===== src/include/sot_params.svh =====
`ifndef SOT_PARAMS_SVH
`define SOT_PARAMS_SVH
// Contract
// RL1: write with eight-beat burst holds termination 6 clocks (1ck) or 7 (2ck).
// RL2: no write or chopped write holds termination 4 clocks (1ck) or 5 (2ck).
// RL3: first strobe rising edge at least 40 clocks after leveling entry.
// RL4: strobe driven no earlier than 25 clocks after leveling entry.
// RL5: device starts internal write 4 cycles after latency, 2 if chop fixed.
// RL6: with parity on and delay loop off, refresh wait grows by parity latency.
// RL7: command/address latency at least max of 3 clocks or 3.748 ns per period.
// RL8: below 1600 MT/s the 1600 grade timing applies.
// RL9: time figures become cycle counts by dividing by period and rounding up.
// RL10: spread accesses over rows; repeated hits on one row are flagged.
// RL11: device drives read strobe one cycle earlier in two-clock preamble.
// RL12: gear-down never enabled below 2666 MT/s.
// RL13: in leveling the device returns the clock sampled at each strobe edge.

// ==================================================
// clock
`define SOT_CLK_PS            40000
// ==================================================
// termination hold lengths in clocks
`define SOT_TERM_LONG_1CK     6
`define SOT_TERM_LONG_2CK     7
`define SOT_TERM_SHORT_1CK    4
`define SOT_TERM_SHORT_2CK    5
// ==================================================
// write leveling entry delays in clocks
`define SOT_LVL_FIRST_STROBE  40
`define SOT_LVL_STROBE_DRIVE  25
// ==================================================
// command/address latency
`define SOT_CAL_MIN_CK        3
`define SOT_CAL_TIME_PS       3748
// ==================================================
// data-rate thresholds in MT/s
`define SOT_RATE_FLOOR        1600
`define SOT_GEAR_MIN_RATE     2666
// ==================================================
// same-row access count that raises the warning
`define SOT_ROW_HOT_LIMIT     8
`endif


===== src/include/sot_pkg.sv =====
`include "sot_params.svh"
package sot_pkg;
    // ==================================================
    // user operations
    typedef enum logic [2:0] {
        OP_WRITE, OP_TERM, OP_REFRESH, OP_LVL_ON, OP_LVL_OFF, OP_STROBE,
        OP_GEAR
    } sot_op_t;
    // commands placed on the device
    typedef enum logic [2:0] {
        DC_NOP, DC_WRITE, DC_REF, DC_MRS_LVL_ON, DC_MRS_LVL_OFF
    } sot_dcmd_t;
    typedef enum logic [1:0] {ST_IDLE, ST_TERM, ST_REF, ST_LVL} sot_state_t;

    // time in ps to whole clocks, rounded up, never below one
    function automatic int ps_to_ck(input int t_ps);
        int n;
        n = (t_ps + `SOT_CLK_PS - 1) / `SOT_CLK_PS;
        return (n < 1) ? 1 : n;
    endfunction

    // larger of two counts
    function automatic int max_ck(input int a, input int b);
        return (a > b) ? a : b;
    endfunction
endpackage


===== src/include/sot_tmr_if.sv =====
interface sot_tmr_if;
    logic       load;
    logic [8:0] load_val;
    logic       expired;
    modport ctl (output load, output load_val, input expired);
    modport tmr (input load, input load_val, output expired);
endinterface


===== src/design/sot_timer.sv =====
module sot_timer (
    input wire logic sys_clk,
    input wire logic nrst,
    sot_tmr_if.tmr   tif
);
    import sot_pkg::*;
    logic [8:0] count_reg;
    logic [8:0] count_next;

    // ==================================================
    // down counter, reload wins over decrement
    always_comb begin
        count_next = count_reg;
        if (tif.load) begin
            count_next = tif.load_val;
        end else if (count_reg != 9'h000) begin
            count_next = count_reg - 9'h001;
        end
    end

    always_ff @(posedge sys_clk or negedge nrst) begin
        if (!nrst) begin
            count_reg <= 9'h000;
        end else begin
            count_reg <= count_next;
        end
    end

    assign tif.expired = (count_reg == 9'h000);
endmodule


===== src/design/sot_ctrl.sv =====
module sot_ctrl (
    input  wire logic              sys_clk,
    input  wire logic              nrst,
    input  wire logic              cmd_valid,
    output logic                   cmd_ready,
    input  wire sot_pkg::sot_op_t  cmd_op,
    input  wire logic              cmd_chop,
    input  wire logic [15:0]       cmd_row,
    input  wire logic              pre_2ck,
    input  wire logic              parity_en,
    input  wire logic              dll_off,
    input  wire logic [3:0]        parity_latency,
    input  wire logic [7:0]        refresh_cycle_time,
    input  wire logic [3:0]        cal_request,
    input  wire logic [11:0]       data_rate,
    output sot_pkg::sot_dcmd_t     ddr_cmd,
    output logic                   ddr_cmd_valid,
    output logic                   ddr_odt,
    output logic                   dqs_out,
    output logic                   dqs_oe,
    input  wire logic              dq_in,
    output logic                   level_result,
    output logic                   level_valid,
    output logic [3:0]             cal_setting,
    output logic [11:0]            applied_rate,
    output logic                   gear_en,
    output logic                   gear_refused,
    output logic                   row_hot
);
    import sot_pkg::*;

    localparam int CAL_MIN = max_ck(`SOT_CAL_MIN_CK,
                                    ps_to_ck(`SOT_CAL_TIME_PS));
    localparam logic [7:0] FIRST_STROBE = 8'(`SOT_LVL_FIRST_STROBE);
    localparam logic [7:0] STROBE_DRIVE = 8'(`SOT_LVL_STROBE_DRIVE);

    sot_tmr_if tif ();
    sot_timer u_timer (.sys_clk(sys_clk), .nrst(nrst), .tif(tif));

    sot_state_t state_reg, state_next;
    sot_dcmd_t  dcmd_reg, dcmd_next;
    logic       dval_reg, dval_next;
    logic       odt_reg, odt_next;
    logic       dqs_reg, dqs_next;
    logic       oe_reg, oe_next;
    logic [7:0] age_reg, age_next;
    logic       samp_reg, samp_next;
    logic       lres_reg, lres_next;
    logic       lval_reg, lval_next;
    logic [3:0] hold_reg, hold_next;
    logic       gear_reg, gear_next;
    logic       gref_reg, gref_next;
    logic [15:0] row_reg, row_next;
    logic [3:0] hits_reg, hits_next;
    logic       take;

    assign cmd_ready = (state_reg == ST_IDLE) ||
                       ((state_reg == ST_LVL) &&
                        (cmd_op == OP_STROBE || cmd_op == OP_LVL_OFF));
    assign take = cmd_valid && cmd_ready;

    // ==================================================
    // main sequencer
    always_comb begin
        state_next   = state_reg;
        dcmd_next    = DC_NOP;
        dval_next    = 1'b0;
        odt_next     = odt_reg;
        dqs_next     = 1'b0;
        oe_next      = oe_reg;
        age_next     = age_reg;
        samp_next    = 1'b0;
        lres_next    = lres_reg;
        lval_next    = 1'b0;
        hold_next    = hold_reg;
        gear_next    = 1'b0;
        gref_next    = 1'b0;
        row_next     = row_reg;
        hits_next    = hits_reg;
        tif.load     = 1'b0;
        tif.load_val = 9'h000;
        unique case (state_reg)
            ST_IDLE: begin
                if (take) begin
                    unique case (cmd_op)
                        OP_WRITE, OP_TERM: begin
                            if (cmd_op == OP_WRITE && !cmd_chop) begin
                                hold_next = pre_2ck ? 4'(`SOT_TERM_LONG_2CK)
                                    : 4'(`SOT_TERM_LONG_1CK); // [RL1]
                            end else begin
                                hold_next = pre_2ck ? 4'(`SOT_TERM_SHORT_2CK)
                                    : 4'(`SOT_TERM_SHORT_1CK); // [RL2]
                            end
                            tif.load     = 1'b1;
                            tif.load_val = 9'(hold_next) - 9'h001;
                            odt_next     = 1'b1;
                            state_next   = ST_TERM;
                            if (cmd_op == OP_WRITE) begin
                                dcmd_next = DC_WRITE;
                                dval_next = 1'b1;
                                // count back-to-back writes to one row [RL10]
                                row_next  = cmd_row;
                                if (cmd_row == row_reg) begin
                                    if (hits_reg != 4'hf) begin
                                        hits_next = hits_reg + 4'h1;
                                    end
                                end else begin
                                    hits_next = 4'h1;
                                end
                            end
                        end
                        OP_REFRESH: begin
                            tif.load     = 1'b1;
                            tif.load_val = {1'b0, refresh_cycle_time}
                                - 9'h001;
                            if (parity_en && dll_off) begin
                                tif.load_val = {1'b0, refresh_cycle_time}
                                    + {5'h00, parity_latency}
                                    - 9'h001; // [RL6]
                            end
                            dcmd_next  = DC_REF;
                            dval_next  = 1'b1;
                            state_next = ST_REF;
                        end
                        OP_LVL_ON: begin
                            dcmd_next  = DC_MRS_LVL_ON;
                            dval_next  = 1'b1;
                            age_next   = 8'h00;
                            state_next = ST_LVL;
                        end
                        OP_GEAR: begin
                            // gear-down only at or above its floor [RL12]
                            if (data_rate < 12'(`SOT_GEAR_MIN_RATE)) begin
                                gref_next = 1'b1;
                            end else begin
                                gear_next = 1'b1;
                            end
                        end
                        default: begin
                        end
                    endcase
                end
            end
            ST_TERM: begin
                if (tif.expired) begin
                    odt_next   = 1'b0;
                    state_next = ST_IDLE;
                end
            end
            ST_REF: begin
                if (tif.expired) begin
                    state_next = ST_IDLE;
                end
            end
            ST_LVL: begin
                if (age_reg != 8'hff) begin
                    age_next = age_reg + 8'h01;
                end
                if (age_reg >= STROBE_DRIVE - 8'h01) begin
                    oe_next = 1'b1; // [RL4]
                end
                if (take && cmd_op == OP_STROBE &&
                    age_reg >= FIRST_STROBE && !dqs_reg) begin
                    dqs_next = 1'b1; // [RL3]
                end
                if (take && cmd_op == OP_LVL_OFF) begin
                    dcmd_next  = DC_MRS_LVL_OFF;
                    dval_next  = 1'b1;
                    oe_next    = 1'b0;
                    dqs_next   = 1'b0;
                    state_next = ST_IDLE;
                end
            end
        endcase
        // feedback sampled one cycle after each strobe rising edge [RL13]
        samp_next = dqs_reg;
        if (samp_reg) begin
            lres_next = dq_in;
            lval_next = 1'b1;
        end
    end

    always_ff @(posedge sys_clk or negedge nrst) begin
        if (!nrst) begin
            state_reg <= ST_IDLE;
            dcmd_reg  <= DC_NOP;
            dval_reg  <= 1'b0;
            odt_reg   <= 1'b0;
            dqs_reg   <= 1'b0;
            oe_reg    <= 1'b0;
            age_reg   <= 8'h00;
            samp_reg  <= 1'b0;
            lres_reg  <= 1'b0;
            lval_reg  <= 1'b0;
            hold_reg  <= 4'h0;
            gear_reg  <= 1'b0;
            gref_reg  <= 1'b0;
            row_reg   <= 16'h0000;
            hits_reg  <= 4'h0;
        end else begin
            state_reg <= state_next;
            dcmd_reg  <= dcmd_next;
            dval_reg  <= dval_next;
            odt_reg   <= odt_next;
            dqs_reg   <= dqs_next;
            oe_reg    <= oe_next;
            age_reg   <= age_next;
            samp_reg  <= samp_next;
            lres_reg  <= lres_next;
            lval_reg  <= lval_next;
            hold_reg  <= hold_next;
            gear_reg  <= gear_next;
            gref_reg  <= gref_next;
            row_reg   <= row_next;
            hits_reg  <= hits_next;
        end
    end

    // ==================================================
    // latency clamp and applied timing grade
    logic [3:0]  cal_reg, cal_next;
    logic [11:0] rate_reg, rate_next;
    always_comb begin
        cal_next = (cal_request < 4'(CAL_MIN)) ? 4'(CAL_MIN)
            : cal_request; // [RL7] [RL9]
        rate_next = (data_rate < 12'(`SOT_RATE_FLOOR)) ?
            12'(`SOT_RATE_FLOOR) : data_rate; // [RL8]
    end

    always_ff @(posedge sys_clk or negedge nrst) begin
        if (!nrst) begin
            cal_reg  <= 4'(`SOT_CAL_MIN_CK);
            rate_reg <= 12'(`SOT_RATE_FLOOR);
        end else begin
            cal_reg  <= cal_next;
            rate_reg <= rate_next;
        end
    end

    assign ddr_cmd       = dcmd_reg;
    assign ddr_cmd_valid = dval_reg;
    assign ddr_odt       = odt_reg;
    assign dqs_out       = dqs_reg;
    assign dqs_oe        = oe_reg;
    assign level_result  = lres_reg;
    assign level_valid   = lval_reg;
    assign cal_setting   = cal_reg;
    assign applied_rate  = rate_reg;
    assign gear_en       = gear_reg;
    assign gear_refused  = gref_reg;
    assign row_hot       = (hits_reg >= 4'(`SOT_ROW_HOT_LIMIT)); // [RL10]

    // ==================================================
    // checks
    logic [9:0] gap_reg;
    logic [9:0] need_reg;
    always_ff @(posedge sys_clk or negedge nrst) begin
        if (!nrst) begin
            gap_reg  <= 10'h3ff;
            need_reg <= 10'h000;
        end else if (dval_reg && dcmd_reg == DC_REF) begin
            gap_reg  <= 10'h001;
            need_reg <= 10'(refresh_cycle_time) +
                ((parity_en && dll_off) ? 10'(parity_latency) : 10'h000);
        end else if (gap_reg != 10'h3ff) begin
            gap_reg <= gap_reg + 10'h001;
        end
    end

    a_term_long_1ck: assert property (@(posedge sys_clk) // [RL1]
        disable iff (!nrst) $rose(odt_reg) && hold_reg == 4'h6 |->
        odt_reg [*6] ##1 !odt_reg) else $error("long hold 1ck wrong");
    a_term_long_2ck: assert property (@(posedge sys_clk) // [RL1]
        disable iff (!nrst) $rose(odt_reg) && hold_reg == 4'h7 |->
        odt_reg [*7]) else $error("long hold 2ck short");
    a_term_short_1ck: assert property (@(posedge sys_clk) // [RL2]
        disable iff (!nrst) $rose(odt_reg) && hold_reg == 4'h4 |->
        odt_reg [*4]) else $error("short hold 1ck short");
    a_term_short_2ck: assert property (@(posedge sys_clk) // [RL2]
        disable iff (!nrst) $rose(odt_reg) && hold_reg == 4'h5 |->
        odt_reg [*5]) else $error("short hold 2ck short");
    a_first_strobe: assert property (@(posedge sys_clk) // [RL3]
        disable iff (!nrst) $rose(dqs_reg) |-> age_reg >= FIRST_STROBE)
        else $error("strobe too early");
    a_strobe_drive: assert property (@(posedge sys_clk) // [RL4]
        disable iff (!nrst) $rose(oe_reg) |-> age_reg >= STROBE_DRIVE &&
        $past(state_reg) == ST_LVL) else $error("strobe driven too early");
    a_refresh_gap: assert property (@(posedge sys_clk) // [RL6]
        disable iff (!nrst) dval_reg && gap_reg != 10'h3ff |->
        gap_reg >= need_reg) else $error("command inside refresh wait");
    a_cal_floor: assert property (@(posedge sys_clk) // [RL7]
        disable iff (!nrst) cal_reg >= 4'(CAL_MIN))
        else $error("latency below floor");
    a_rate_floor: assert property (@(posedge sys_clk) // [RL8]
        disable iff (!nrst) $past(data_rate) < 12'(`SOT_RATE_FLOOR) |->
        rate_reg == 12'(`SOT_RATE_FLOOR)) else $error("grade not floored");
    a_gear_block: assert property (@(posedge sys_clk) // [RL12]
        disable iff (!nrst) gear_reg |-> $past(data_rate) >=
        12'(`SOT_GEAR_MIN_RATE)) else $error("gear-down at low rate");
    a_row_flag: assert property (@(posedge sys_clk) // [RL10]
        disable iff (!nrst) $rose(row_hot) |-> dval_reg &&
        dcmd_reg == DC_WRITE) else $error("row warning without write");
endmodule


===== config.mk =====
export PLATFORM = sky130hd
export DESIGN_NAME = sot_ctrl
export DESIGN_NICKNAME = d
export VERILOG_FILES = /design/src/include/sot_pkg.sv /design/src/include/sot_tmr_if.sv /design/src/design/sot_timer.sv /design/src/design/sot_ctrl.sv
export VERILOG_INCLUDE_DIRS = /design/src /design/src/include
export SDC_FILE = /design/constraint.sdc
export NUM_CORES = 1
export LEC_CHECK = 0
export BUFFER_PORTS_ARGS = -buffer_cell sky130_fd_sc_hd__buf_2
export CORE_ASPECT_RATIO = 0.8
export CORE_MARGIN = 5
export CORE_UTILIZATION = 55
export DETAILED_ROUTE_END_ITERATION = 10
export PLACE_DENSITY = 0.8
export REMOVE_ABC_BUFFERS = 1
export SYNTH_ARGS = -nofsm -noshare
export SYNTH_HDL_FRONTEND = slang
export SYNTH_SLANG_ARGS = --single-unit
export TNS_END_PERCENT = 1

===== constraint.sdc =====
create_clock -name sys_clk -period 2.2 [get_ports sys_clk]
set_input_delay 0.22 -clock sys_clk [delete_from_list [all_inputs] [get_ports sys_clk]]
set_output_delay 0.22 -clock sys_clk [all_outputs]
set_load 0.02 [all_outputs]

; ---- After elaboration in Yosys (flattened, before gate mapping)
; Cells that the tools add are included.
[word_totals]
input_bits = 55
wordCells = 137
register_bits = 67
out_inout_bits = 29
[op_classes]
eq_ne = 21
n_reduce_logical = 30
add_sub_neg = 7
muxes = 56
n_lt_le_gt_ge = 6
[op_table]
columns = cell, n
row1 = 2-to-1 mux 9 bit, 5
row2 = 2-to-1 mux 1 bit, 26
row3 = 2-to-1 mux 4 bit, 6
row4 = 2-to-1 mux 8 bit, 3
row5 = case mux 2 bit (3 select lines), 3
row6 = case mux 9 bit (2 select lines), 1
row7 = "subtractor 9 x 1 -> 9 bit, second input constant", 2
row8 = == test 16 bit, 1
row9 = case mux 8 bit (2 select lines), 1
row10 = AND reduction 4 bit, 4
row11 = "less-than comparator 12 x 11 -> 1 bit, second input constant", 1
row12 = "less-than comparator 12 bit, second input constant", 1
row13 = 2-to-1 mux 12 bit, 1
row14 = "inequality test 2 x 1 -> 1 bit, second input constant", 6
row15 = 2-to-1 mux 2 bit, 5
row16 = adder 8 x 4 -> 9 bit, 1
row17 = "== test 3 bit, second input constant", 3
row18 = logical NOT 9 bit, 1
row19 = nonzero test 9 bit, 1
row20 = "subtractor 8 x 1 -> 9 bit, second input constant", 1
row21 = "adder 8 x 1 -> 8 bit, second input constant", 1
row22 = "greater-or-equal comparator 8 x 5 -> 1 bit, second input constant", 1
row23 = "greater-or-equal comparator 8 x 6 -> 1 bit, second input constant", 1
row24 = logical AND 1 bit, 8
row25 = 24 further kinds, 36

; ---- Logic depth before layout (Yosys ltp)
; Gate-level depths: netlist of run 1.
[depth]
ltp_word = 12
mapped_depth = 10
ltp_nobuf = 10

; ---- Cells and area by module
; From an unflattened synthesis of run 1, not the netlist that was laid out.
[hier_totals]
hier_cells = 405
hier_area_um2 = 3930.0
[by_module_without_submodules]
columns = module, area_each_um2, instances, cells_per_inst, seq_area_each_um2
row1 = sot_ctrl, 3395.8, 1, 348, 1457.6
row2 = sot_timer, 534.3, 1, 57, 225.2

; ---- Worst setup path after synthesis of run 1
; Ideal clock, no wire load.
[synth_timing]
path_type = input-to-reg
startpoint = in refresh_cycle_time[1]
endpoint = reg u_timer.count_reg[5]
n_path_buf = 0
slack_ns = 0.178
t_required_ns = 2.078
setup_time_ns = 0.122
stages = 10
arrival_ns = 1.900
path_cell_list = inv_1 > ha_1 > inv_1 > ha_1 > fa_1 > a21o_1 > a21oi_1 > xnor2_1 > nand2_1 > a32o_1
[synth_between]
elab_chain_cells = 7
elab_cells_between_ends = 8
classes_between = add/sub (3) / mux (5)
[synth_lines]
columns = item, line_no
row1 = start: declaration, sot_ctrl.sv:13  ; input wire logic [7:0] refresh_cycle_time,
row2 = adder 8 x 4 -> 9 bit, sot_ctrl.sv:118  ; + {5'h00, parity_latency}
row3 = subtractor 9 x 1 -> 9 bit, sot_ctrl.sv:119  ; - 9'h001;
row4 = 2-to-1 mux 9 bit *, sot_ctrl.sv:116  ; if (parity_en && dll_off) begin
row5 = case mux 9 bit (2 select lines) *, sot_ctrl.sv:85  ; unique case (cmd_op)
row6 = 2-to-1 mux 9 bit *, sot_ctrl.sv:84  ; if (take) begin
row7 = 2-to-1 mux 9 bit *, sot_ctrl.sv:82  ; unique case (state_reg)
row8 = 2-to-1 mux 9 bit *, sot_timer.sv:14  ; if (tif.load) begin
row9 = end signal: assignment, sot_timer.sv:25  ; count_reg <= count_next;
row10 = end: declaration, sot_timer.sv:7  ; logic [8:0] count_reg;
; Every way passes the cells marked *; elsewhere a longest branch is shown, timed or not.
; A chain may end at the register's enable or synchronous reset.

; ---- Final worst setup path of run 1
[layout_timing]
startpoint = reg u_timer.count_reg[1]
endpoint = reg u_timer.count_reg[5]
[layout_between]
elab_chain_cells = 3
elab_cells_between_ends = 5
classes_between = add/sub (1) / mux (2) / reduce/logical (2)
[layout_lines]
columns = item, line_no
row1 = subtractor 9 x 1 -> 9 bit, sot_timer.sv:17  ; count_next = count_reg - 9'h001;
row2 = 2-to-1 mux 9 bit, sot_timer.sv:16  ; end else if (count_reg != 9'h000) begin
row3 = 2-to-1 mux 9 bit, sot_timer.sv:14
; Parallel ways exist; a longest one is shown, timed or not. The select of a mux whose other input is x is not followed.

==> insert_results.sql, run 1 <==
INSERT INTO impl_metrics (metric_group, metric, value, unit) VALUES
('sta', 'final_layout_worst_hold_slack', '24.9', 'ps'),
('setup_path', 'critPathRequiredTime', '2420', 'ps'),
('global_route', 'gr-usage-all-layers', '0.216', ''),
('clock_tree', 'cts_sinks', '67', ''),
('clock_tree', 'cts.reportedPaths.clkPinSlew', '70', 'ps'),
('power', 'pwr_density_cell', '896', 'nW/µm²'),
('clock_tree', 'postCtsSetupRepairBufs', '0', ''),
('placement', 'io_buffers', '83', ''),
('power', 'power.ir.vdd_worst', '0.541', 'mV'),
('cells_and_area', 'num_antenna_cells', '0', ''),
('clock_tree', 'maximum_clock_path_buffer_count', '2', ''),
('sta', 'timing.final.hold_violations', '0', ''),
('global_route', 'via_count_of_the_first_global_routing_pass', '3391', ''),
('die', 'boundaryPins', '84', ''),
('detailed_routing', 'routed_via_density', '5.43', ''),
('cells_and_area', 'number_of_flip_flops_in_the_largest_register', '16', ''),
('synthesis', 'synth.yosys.seq_area_share', '0.431', ''),
('synthesis', 'synth_edf_count', '0', ''),
('sta', 'layout_worst_path_cycle_share', '0.950', ''),
('synthesis', 'cell_count_after_synthesis', '429', ''),
('synthesis', 'synth.cell_area', '3900', 'µm²'),
('sta', 'slew_violations', '0', ''),
('setup_path', 'critPathMaxFanout', '6', ''),
('cells_and_area', 'layout.nets', '610', ''),
('detailed_routing', 'drc', '0', ''),
('sta', 'timing.final.crit_period', '2090', 'ps'),
('sta', 'worst_pin_slew', '803', 'ps'),
('placement', 'placed_area', '4520', 'µm²'),
('detailed_routing', 'drt-total-wl', '9.37', 'mm'),
('clock_tree', 'cts_made_buffers', '9', ''),
('global_route', 'grt_first_pass_wirelength', '16.0', 'mm'),
('synthesis', 'synthDistinctLibCells', '62', ''),
('cells_and_area', 'drive_above_1_share', '0.247', ''),
('detailed_routing', 'wire_per_inst', '15.1', 'µm'),
('placement', 'place.gp.congestion', '0.833', ''),
('sta', 'timing.fmax', '479', 'MHz'),
('sta', 'grt_setup_unrepaired', 'false', ''),
('sta', 'setup_tns', '0', 'ps'),
('die', 'core-area', '6890', 'µm²'),
('global_route', 'grt_overflow', '0', ''),
('clock_tree', 'cts_max_level', '3', ''),
('worst_hold_path', 'min_delay_worst_type', 'in -> reg', ''),
('status', 'outcome', 'complete, no violations', ''),
('detailed_routing', 'number_of_nets_with_antenna_violations_after_routing', '0', ''),
('detailed_routing', 'first_iter_violations', '160', ''),
('sta', 'timing.slew.headroom', '0.462', ''),
('synthesis', 'post_synth.cell_area_avg', '9.10', 'µm²'),
('setup_path', 'worstPathArrival', '2310', 'ps'),
('global_route', 'number_of_antenna_violations_at_the_first_check_in_global_routing', '0', ''),
('placement', 'dpl.hpwl', '7.14', 'mm'),
('cells_and_area', 'final_cell_area_excluding_filler_cells', '4730', 'µm²'),
('clock_tree', 'clock_latency', '340', 'ps'),
('power', 'power_leakage', '2.35', 'nW'),
('sta', 'finalClockSkew', '8.16', 'ps'),
('die', 'starting_density', '0.566', ''),
('synthesis', 'most_common_flop_cell_mapped_by_yosys', 'dfrtp_1', ''),
('cells_and_area', 'num-fill-cells', '592', ''),
('synthesis', 'postSynthRegisterBits', '67', ''),
('die', 'die-area', '8890', 'µm²'),
('setup_path', 'crit_path_end_kind', 'flip-flop', ''),
('die', 'rows', '27', ''),
('setup_path', 'critical_path_class', 'reg -> reg', ''),
('global_route', 'grt_max_degree', '68', ''),
('synthesis', 'yosysWarnings', '0', ''),
('die', 'die_height', '85.4', 'µm'),
('flow_run', 'max_cap_viol_count', '0', ''),
('detailed_routing', 'detail_route.first_pass.iterations', '4', ''),
('clock_tree', 'cts.root.buffer_cell', 'clkbuf_8', ''),
('setup_path', 'critical_path.startpoint_type', 'flip-flop', ''),
('sta', 'total_of_endpoints_with_negative_setup_slack_in_the_final_report', '0', ''),
('die', 'die_width', '104', 'µm'),
('cells_and_area', 'flow.area_growth_from_synthesis', '21.1', '%'),
('synthesis', 'async_reset_ff_frac', '1.00', ''),
('detailed_routing', 'dr_total_vias', '3371', ''),
('power', 'totalPowerFinal', '4.24', 'mW'),
('clock_tree', 'tritoncts', 'done', '');
[cell type report]
cell class | count | area (µm²) | area share
Clock buffer | 9 | 124 | 0.0262
Clock inverter | 7 | 68.8 | 0.0146
Inverter | 36 | 135 | 0.0286
Multi-Input combinational cell | 314 | 2040 | 0.432
Sequential cell | 67 | 1680 | 0.356
Tap cell | 87 | 109 | 0.0230
Timing Repair Buffer | 101 | 566 | 0.120
[per-layer routing]
layer | up-vias | global-route usage | wire, µm
li1 | 1663 | - | -
met1 | 1627 | 0.284 | 4230
met2 | 74 | 0.365 | 4650
met3 | 7 | 0.0479 | 411
met4 | 0 | 0.0529 | 79
met5 | - | 0 | 0
[logic make-up after synthesis]
kind of cell,count (synthesis),synth area share
and+or+nand+nor,185,0.232
DFF,67,0.431
buffers and inverters,48,0.0481
xor gates and xnor gates,32,0.0718
muxes,6,0.0157
adders and majority gates,26,0.0853
AOI/OAI and AO/OA,65,0.116
[through the flow]
stage / util / cells / setup WS, ps
finish: 0.686 / 621 / 111
global route: 0.686 / 621 / 26.0
CTS: 0.685 / 621 / 89.7
detailed placement: 0.655 / 604 / -10.3
global placement: 0.655 / 604 / 35.3
floorplan: - / 417 / -9.66
[worst paths after layout]
path,endpoint,slack [ps],depth (start not counted),from
max in group asynchronous,applied_rate[6],1450,3,nrst
worst max-delay path,u_timer.count_reg[5],110,7,u_timer.count_reg[1]
worst max register to register,u_timer.count_reg[5],110,7,u_timer.count_reg[1]
worst min register to register,level_valid,400,0,samp_reg
worst min-delay path,cal_setting[3],20,1,cal_request[3]
min in group asynchronous,row_reg[2],420,3,nrst
[cells in the mapped netlist (all sizes together) (2+ instances only)]
cell	count	area [µm²]
a211oi	3	27.5
inv	36	135
nand4	7	43.8
or4	2	15.0
a21o	4	30.0
nor2b	11	68.8
mux2i	5	50.1
dfstp	5	131
buf	3	18.8
nor4	4	31.3
o21bai	2	15.0
dfrtp	62	1550
nor3	11	55.1
o22ai	2	12.5
nand2	81	307
nand3	10	50.1
nor2	28	108
a32oi	4	35.0
xor2	4	35.0
o31ai	2	15.0
or4b	2	23.8
nor4b	2	17.5
o211ai	3	22.5
o22a	3	26.3
nand3b	2	15.0
o21ai	16	83.8
nor3b	5	37.5
or3	7	43.8
and2	4	25.0
a21oi	12	60.1
xnor2	28	245
nand2b	4	25.0
clkbuf	9	33.8
ha	25	313
[worst max-delay path, cell delays in order (launching register included)]
cell and delay (ps):
dfrtp_1 410, inv_1 70, ha_2 200, or4b_4 490
or3_4 450, nand2_1 80, mux2i_1 60, a32o_1 210
[cell usage in the layout (no fill, tap or decap), types with 7 or more instances in the layout]
cell / n
buf_2: 83
nand2_1: 80
dfrtp_1: 62
inv_1: 36
xnor2_1: 28
nor2_1: 26
ha_1: 24
buf_4: 16
o21ai_0: 15
a21oi_1: 12
nor2b_1: 11
nor3_1: 11
nand3_1: 10
clkbuf_8: 9
nand4_1: 7
[what timing repair did]
action | CTS | global route
hold endpoints to repair | 62 | 0
resized for setup | 1 | 2
setup endpoints to repair | 2 | 1
hold buffers | 1 | 0
[report_power, final]
| part | leakage (nW) | internal [mW] | total (mW) | switching (mW) |
|---|---|---|---|---|
| registers | 0.852 | 1.53 | 1.77 | 0.245 |
| logic | 1.40 | 0.668 | 1.48 | 0.808 |
| clock network | 0.0950 | 0.518 | 0.990 | 0.472 |
Note: power is estimated with default switching activity, not from simulation.
==> run 2: changes to the inputs <==
--- a/config.mk
+++ b/config.mk
@@ -6,7 +6,7 @@
 export SDC_FILE = /design/constraint.sdc
 export NUM_CORES = 1
 export LEC_CHECK = 0
-export BUFFER_PORTS_ARGS = -buffer_cell sky130_fd_sc_hd__buf_2
+export BUFFER_PORTS_ARGS = -buffer_cell sky130_fd_sc_hd__clkbuf_2
 export CORE_ASPECT_RATIO = 0.8
 export CORE_MARGIN = 5
 export CORE_UTILIZATION = 55
==> run 2 against run 1 <==
Net effect:
- worst setup slack improved by 0.80 ps
- via count increased by 1.4%
- clock power increased by 27%
- final cell count unchanged
- first-iteration DRC count increased by 26%
- utilization increased by 0.76 points
- routed wire length decreased by 1.8%
- sequential share of layout area decreased by 0.39 points
- highest routed layer unchanged
- flip-flop and latch count unchanged
- die area unchanged
- non-clock buffer count unchanged
- largest cell class unchanged
==> insert_results.sql, run 2 (synthesis results as in run 1) <==
INSERT INTO impl_metrics (metric_group, metric, value, unit) VALUES
('status', 'outcome', 'complete, no violations', ''),
('detailed_routing', 'detail_route.first_pass.iterations', '5', ''),
('cells_and_area', 'mostFrequentLayoutCell', 'clkbuf_2', ''),
('die', 'boundaryPins', '84', ''),
('cells_and_area', 'mostFrequentLayoutCells', 'clkbuf_2, nand2_1, dfrtp_1', ''),
('sta', 'timing.final.crit_period', '2090', 'ps'),
('setup_path', 'worstPathArrival', '2300', 'ps'),
('die', 'rows', '27', ''),
('global_route', 'gr-usage-all-layers', '0.213', ''),
('clock_tree', 'cts_max_level', '3', ''),
('sta', 'timing.slew.headroom', '0.510', ''),
('setup_path', 'reg2reg_depth', '7', ''),
('die', 'die-area', '8890', 'µm²'),
('clock_tree', 'tritoncts', 'done', ''),
('worst_hold_path', 'min_delay_worst_type', 'in -> reg', ''),
('detailed_routing', 'first_iter_violations', '201', ''),
('flow_run', 'max_cap_viol_count', '0', ''),
('cells_and_area', 'num_antenna_cells', '0', ''),
('setup_path', 'critical_path.startpoint_type', 'flip-flop', ''),
('placement', 'dpl.hpwl', '7.19', 'mm'),
('setup_path', 'crit_path_end_kind', 'flip-flop', ''),
('clock_tree', 'cts.root.buffer_cell', 'clkbuf_8', ''),
('global_route', 'grt_max_degree', '44', ''),
('worst_hold_path', 'min_path_cells', '1', ''),
('placement', 'io_buffers', '83', ''),
('cells_and_area', 'postLayoutCoreUtil', '0.694', ''),
('sta', 'layout_worst_path_cycle_share', '0.949', ''),
('clock_tree', 'cts_sinks', '67', ''),
('cells_and_area', 'flow.area_growth_from_synthesis', '22.5', '%'),
('detailed_routing', 'dr_total_vias', '3419', ''),
('placement', 'dp_slack', '-44.4', 'ps'),
('sta', 'grt_setup_unrepaired', 'false', ''),
('clock_tree', 'clock_latency', '340', 'ps'),
('sta', 'final_layout_worst_hold_slack', '23.2', 'ps'),
('setup_path', 'critical_path_class', 'reg -> reg', ''),
('global_route', 'grt_first_pass_wirelength', '15.7', 'mm'),
('global_route', 'grt_overflow', '0', ''),
('power', 'power.ir.vdd_worst', '0.502', 'mV'),
('placement', 'place.detailed.instances', '604', ''),
('die', 'die_height', '85.4', 'µm'),
('power', 'pwr_density_cell', '941', 'nW/µm²'),
('cells_and_area', 'number_of_flip_flops_in_the_largest_register', '16', ''),
('sta', 'slew_violations', '0', ''),
('detailed_routing', 'wire_per_inst', '14.8', 'µm'),
('setup_path', 'critPathRequiredTime', '2410', 'ps'),
('detailed_routing', 'routed_via_density', '5.51', ''),
('sta', 'timing.final.hold_violations', '0', ''),
('global_route', 'number_of_antenna_violations_at_the_first_check_in_global_routing', '0', ''),
('cells_and_area', 'stdcell_count', '621', ''),
('global_route', 'via_count_of_the_first_global_routing_pass', '3389', ''),
('die', 'core-area', '6890', 'µm²'),
('placement', 'placed_area', '4520', 'µm²'),
('cells_and_area', 'final_cell_area_excluding_filler_cells', '4780', 'µm²'),
('detailed_routing', 'drt-total-wl', '9.20', 'mm'),
('setup_path', 'critPathMaxFanout', '6', ''),
('sta', 'timing.fmax', '479', 'MHz'),
('sta', 'setup_tns', '0', 'ps'),
('cells_and_area', 'layout.nets', '610', ''),
('die', 'die_width', '104', 'µm'),
('placement', 'place.gp.congestion', '0.836', ''),
('sta', 'total_of_endpoints_with_negative_setup_slack_in_the_final_report', '0', ''),
('power', 'totalPowerFinal', '4.50', 'mW'),
('sta', 'finalWorstSetupSlack', '112', 'ps'),
('sta', 'worst_pin_slew', '731', 'ps'),
('die', 'starting_density', '0.566', ''),
('clock_tree', 'postCtsSetupRepairBufs', '0', ''),
('detailed_routing', 'number_of_nets_with_antenna_violations_after_routing', '0', ''),
('clock_tree', 'cts_made_buffers', '9', ''),
('power', 'power_leakage', '2.39', 'nW'),
('clock_tree', 'cts.reportedPaths.clkPinSlew', '80', 'ps'),
('sta', 'finalClockSkew', '15.5', 'ps'),
('clock_tree', 'maximum_clock_path_buffer_count', '2', ''),
('cells_and_area', 'drive_above_1_share', '0.243', ''),
('detailed_routing', 'drc', '0', '');
run 2: report_power, final:
| group | switching, mW | internal (mW) | total (mW) |
|---|---|---|---|
| logic | 0.810 | 0.660 | 1.47 |
| clock network | 0.475 | 0.786 | 1.26 |
| registers | 0.241 | 1.53 | 1.77 |
| total | 1.53 | 2.97 | 4.50 |
run 2: timing repair:
item | in CTS | in global routing
hold endpoints to repair | 22 | 0
gates resized for setup | 0 | 1
hold buffers | 1 | 0
endpoints found under the setup margin | 0 | 4
run 2: per-layer routing:
layer,up-vias,global-route usage,share of wire
li1,1663,-,-
met1,1630,0.287,0.44
met2,116,0.347,0.49
met3,10,0.0411,0.058
met4,0,0.0694,0.012
met5,-,0,0
run 2: cell type report:
cell class | instances | area [µm²]
Fill cell | 569 | 2110
Inverter | 36 | 135
Multi-Input combinational cell | 314 | 2040
Tap cell | 87 | 109
Clock buffer | 10 | 138
Sequential cell | 67 | 1680
Clock inverter | 6 | 113
Timing Repair Buffer | 101 | 566
run 2: path summary, 6_finish.rpt:
kind                       slack [ps]                    to            startpoint
min in group asynchronous         410           hits_reg[1]                  nrst
max in group asynchronous        1090       applied_rate[9]                  nrst
setup reg to reg                  110  u_timer.count_reg[5]  u_timer.count_reg[1]
hold reg to reg                   400              samp_reg               dqs_out
hold / removal                     20        cal_setting[2]        cal_request[2]
setup / recovery                  110  u_timer.count_reg[5]  u_timer.count_reg[1]
run 2: worst max-delay path: stages, from the launching register on:
cell	delay, ps
dfrtp_1	400
inv_1	70
ha_1	200
or4b_4	500
or3_4	440
nand2_1	80
mux2i_1	60
a32o_1	220
==> run 3: changes to the inputs <==
--- a/config.mk
+++ b/config.mk
@@ -11,7 +11,7 @@
 export CORE_MARGIN = 5
 export CORE_UTILIZATION = 55
 export DETAILED_ROUTE_END_ITERATION = 10
-export PLACE_DENSITY = 0.8
+export PLACE_DENSITY = 0.87
 export REMOVE_ABC_BUFFERS = 1
 export SYNTH_ARGS = -nofsm -noshare
 export SYNTH_HDL_FRONTEND = slang
==> run 3 against run 2 <==
Net effect:
- final cell count shrank 0.16%
- routed wire length grew 0.32%
- utilization shrank 0.87 points
- non-clock buffer count shrank 1
- global-route usage grew 0.40 points
- worst setup slack gained 20 ps
- worst hold slack lost 8.0 ps
- first-iteration DRC count grew 14%
- maximum frequency grew 0.96%
- via count grew 1.5%
- critical endpoint unchanged
- largest cell class unchanged
==> insert_results.sql, run 3 (synthesis results as in run 1) <==
INSERT INTO impl_metrics (metric_group, metric, value, unit) VALUES
('status', 'outcome', 'complete, no violations', ''),
('sta', 'timing.fmax', '483', 'MHz'),
('detailed_routing', 'wire_per_inst', '14.9', 'µm'),
('sta', 'timing.slew.headroom', '0.507', ''),
('setup_path', 'critical_path.startpoint_type', 'flip-flop', ''),
('power', 'cellInternalPower', '2.71', 'mW'),
('placement', 'place.detailed.instances', '602', ''),
('detailed_routing', 'detail_route.first_pass.iterations', '5', ''),
('power', 'power.ir.vdd_worst', '0.769', 'mV'),
('cells_and_area', 'layout.nets', '609', ''),
('sta', 'worst_pin_slew', '736', 'ps'),
('global_route', 'grt_first_pass_wirelength', '16.0', 'mm'),
('clock_tree', 'clock_latency', '340', 'ps'),
('sta', 'total_of_endpoints_with_negative_setup_slack_in_the_final_report', '0', ''),
('global_route', 'grt_max_degree', '68', ''),
('detailed_routing', 'number_of_nets_with_antenna_violations_after_routing', '0', ''),
('die', 'rows', '27', ''),
('clock_tree', 'maximum_clock_path_buffer_count', '2', ''),
('cells_and_area', 'flow.area_growth_from_synthesis', '20.9', '%'),
('clock_tree', 'cts.reportedPaths.clkPinSlew', '70', 'ps'),
('power', 'comb_power_share', '0.350', ''),
('worst_hold_path', 'min_delay_worst_type', 'in -> reg', ''),
('placement', 'io_buffers', '83', ''),
('flow_run', 'max_cap_viol_count', '0', ''),
('sta', 'grt_setup_unrepaired', 'false', ''),
('detailed_routing', 'routed_via_density', '5.60', ''),
('setup_path', 'critPathRequiredTime', '2430', 'ps'),
('setup_path', 'worstPathArrival', '2300', 'ps'),
('detailed_routing', 'drc', '0', ''),
('placement', 'placed_area', '4500', 'µm²'),
('worst_hold_path', 'min_path_cells', '1', ''),
('clock_tree', 'tritoncts', 'done', ''),
('detailed_routing', 'drt-total-wl', '9.23', 'mm'),
('detailed_routing', 'dr_total_vias', '3471', ''),
('detailed_routing', 'first_iter_violations', '230', ''),
('sta', 'finalWorstSetupSlack', '131', 'ps'),
('sta', 'timing.final.hold_violations', '0', ''),
('placement', 'dp_slack', '-34.9', 'ps'),
('clock_tree', 'postCtsSetupRepairBufs', '0', ''),
('cells_and_area', 'layout.area.seq', '1680', 'µm²'),
('power', 'power_switching', '1.53', 'mW'),
('sta', 'finalClockSkew', '8.47', 'ps'),
('power', 'seqPwrFrac', '0.419', ''),
('cells_and_area', 'mostFrequentLayoutCell', 'clkbuf_2', ''),
('global_route', 'via_count_of_the_first_global_routing_pass', '3522', ''),
('die', 'boundaryPins', '84', ''),
('placement', 'dpl.hpwl', '6.92', 'mm'),
('die', 'die-area', '8890', 'µm²'),
('die', 'core-area', '6890', 'µm²'),
('power', 'power_leakage', '2.35', 'nW'),
('clock_tree', 'cts_sinks', '67', ''),
('cells_and_area', 'number_of_flip_flops_in_the_largest_register', '16', ''),
('cells_and_area', 'num_antenna_cells', '0', ''),
('global_route', 'gr-usage-all-layers', '0.217', ''),
('clock_tree', 'cts_max_level', '3', ''),
('cells_and_area', 'num-fill-cells', '521', ''),
('die', 'die_width', '104', 'µm'),
('sta', 'slew_violations', '0', ''),
('clock_tree', 'cts.root.buffer_cell', 'clkbuf_8', ''),
('cells_and_area', 'mostFrequentLayoutCells', 'clkbuf_2, nand2_1, dfrtp_1', ''),
('die', 'starting_density', '0.566', ''),
('power', 'switching_share', '0.361', ''),
('power', 'pwr_density_cell', '898', 'nW/µm²'),
('setup_path', 'crit_path_end_kind', 'flip-flop', ''),
('sta', 'timing.final.crit_period', '2070', 'ps'),
('placement', 'place.gp.congestion', '0.890', ''),
('sta', 'layout_worst_path_cycle_share', '0.940', ''),
('clock_tree', 'cts_made_buffers', '9', ''),
('global_route', 'grt_overflow', '0', ''),
('global_route', 'number_of_antenna_violations_at_the_first_check_in_global_routing', '0', ''),
('setup_path', 'reg2reg_depth', '7', ''),
('power', 'power.clock.fraction', '0.231', ''),
('cells_and_area', 'drive_above_1_share', '0.242', ''),
('setup_path', 'critPathMaxFanout', '6', ''),
('setup_path', 'critical_path_class', 'reg -> reg', ''),
('cells_and_area', 'stdcell_count', '620', ''),
('cells_and_area', 'final_cell_area_excluding_filler_cells', '4720', 'µm²'),
('die', 'die_height', '85.4', 'µm'),
('cells_and_area', 'multiInputGateArea', '2040', 'µm²');
## run 3: cell types whose count changed in the layout (fill, tap and decap cells not counted), sizes merged
cell,before,now
bufinv,3,1
clkbuf,92,91
dlygate4sd3,1,2
clkinvlp,0,2
buf,18,16
clkinv,3,4
## run 3: critical path, stage by stage (launching register included)
cell	delay [ps]
dfrtp_1	400
inv_1	60
ha_1	200
or4b_4	500
or3_4	440
nand2_1	80
mux2i_1	60
a32o_1	210
## run 3: what timing repair did
action | CTS | global route
resized for setup | 0 | 2
hold buffers | 2 | 0
endpoints found under the setup margin | 0 | 7
hold endpoints to repair | 63 | 0
## run 3: final cells by class
type / instances / area share
Clock inverter: 7 / 0.0146
Timing Repair Buffer: 100 / 0.119
Multi-Input combinational cell: 314 / 0.432
Tap cell: 87 / 0.0231
Sequential cell: 67 / 0.356
Clock buffer: 9 / 0.0262
Inverter: 36 / 0.0286
## run 3: metrics by stage
step	hold slack [ps]	TNS (ps)	utilization	power (mW)
finish	15.2	0	0.685	4.24
global route	7.51	0	0.685	4.56
CTS	3.14	0	0.684	4.26
detailed placement	264	-56.7	0.653	3.25
global placement	262	0	0.653	3.15
floorplan	-75.6	-9.66	-	2.78
## run 3: worst paths after layout
kind	from	endpoint	slack [ps]
min in group asynchronous	nrst	row_reg[2]	410
worst max register to register	u_timer.count_reg[0]	u_timer.count_reg[5]	130
worst min-delay path	cal_request[3]	cal_setting[3]	20
worst max-delay path	u_timer.count_reg[0]	u_timer.count_reg[5]	130
worst min register to register	samp_reg	level_valid	390
max in group asynchronous	nrst	applied_rate[9]	1450
## run 3: power by group through the flow
stage	clock, mW	sequential [mW]	combinational (mW)
floorplan	0	1.79	0.990
global placement	0	1.77	1.39
detailed placement	0	1.80	1.45
CTS	1.01	1.77	1.48
global route	1.08	1.81	1.67
finish	0.981	1.78	1.48
## run 3: layer usage
metal / wire length, µm / global-route usage / up-vias
li1: - / - / 1658
met1: 3940 / 0.287 / 1664
met2: 4520 / 0.358 / 129
met3: 645 / 0.0502 / 20
met4: 125 / 0.0624 / 0
met5: 0 / 0 / -
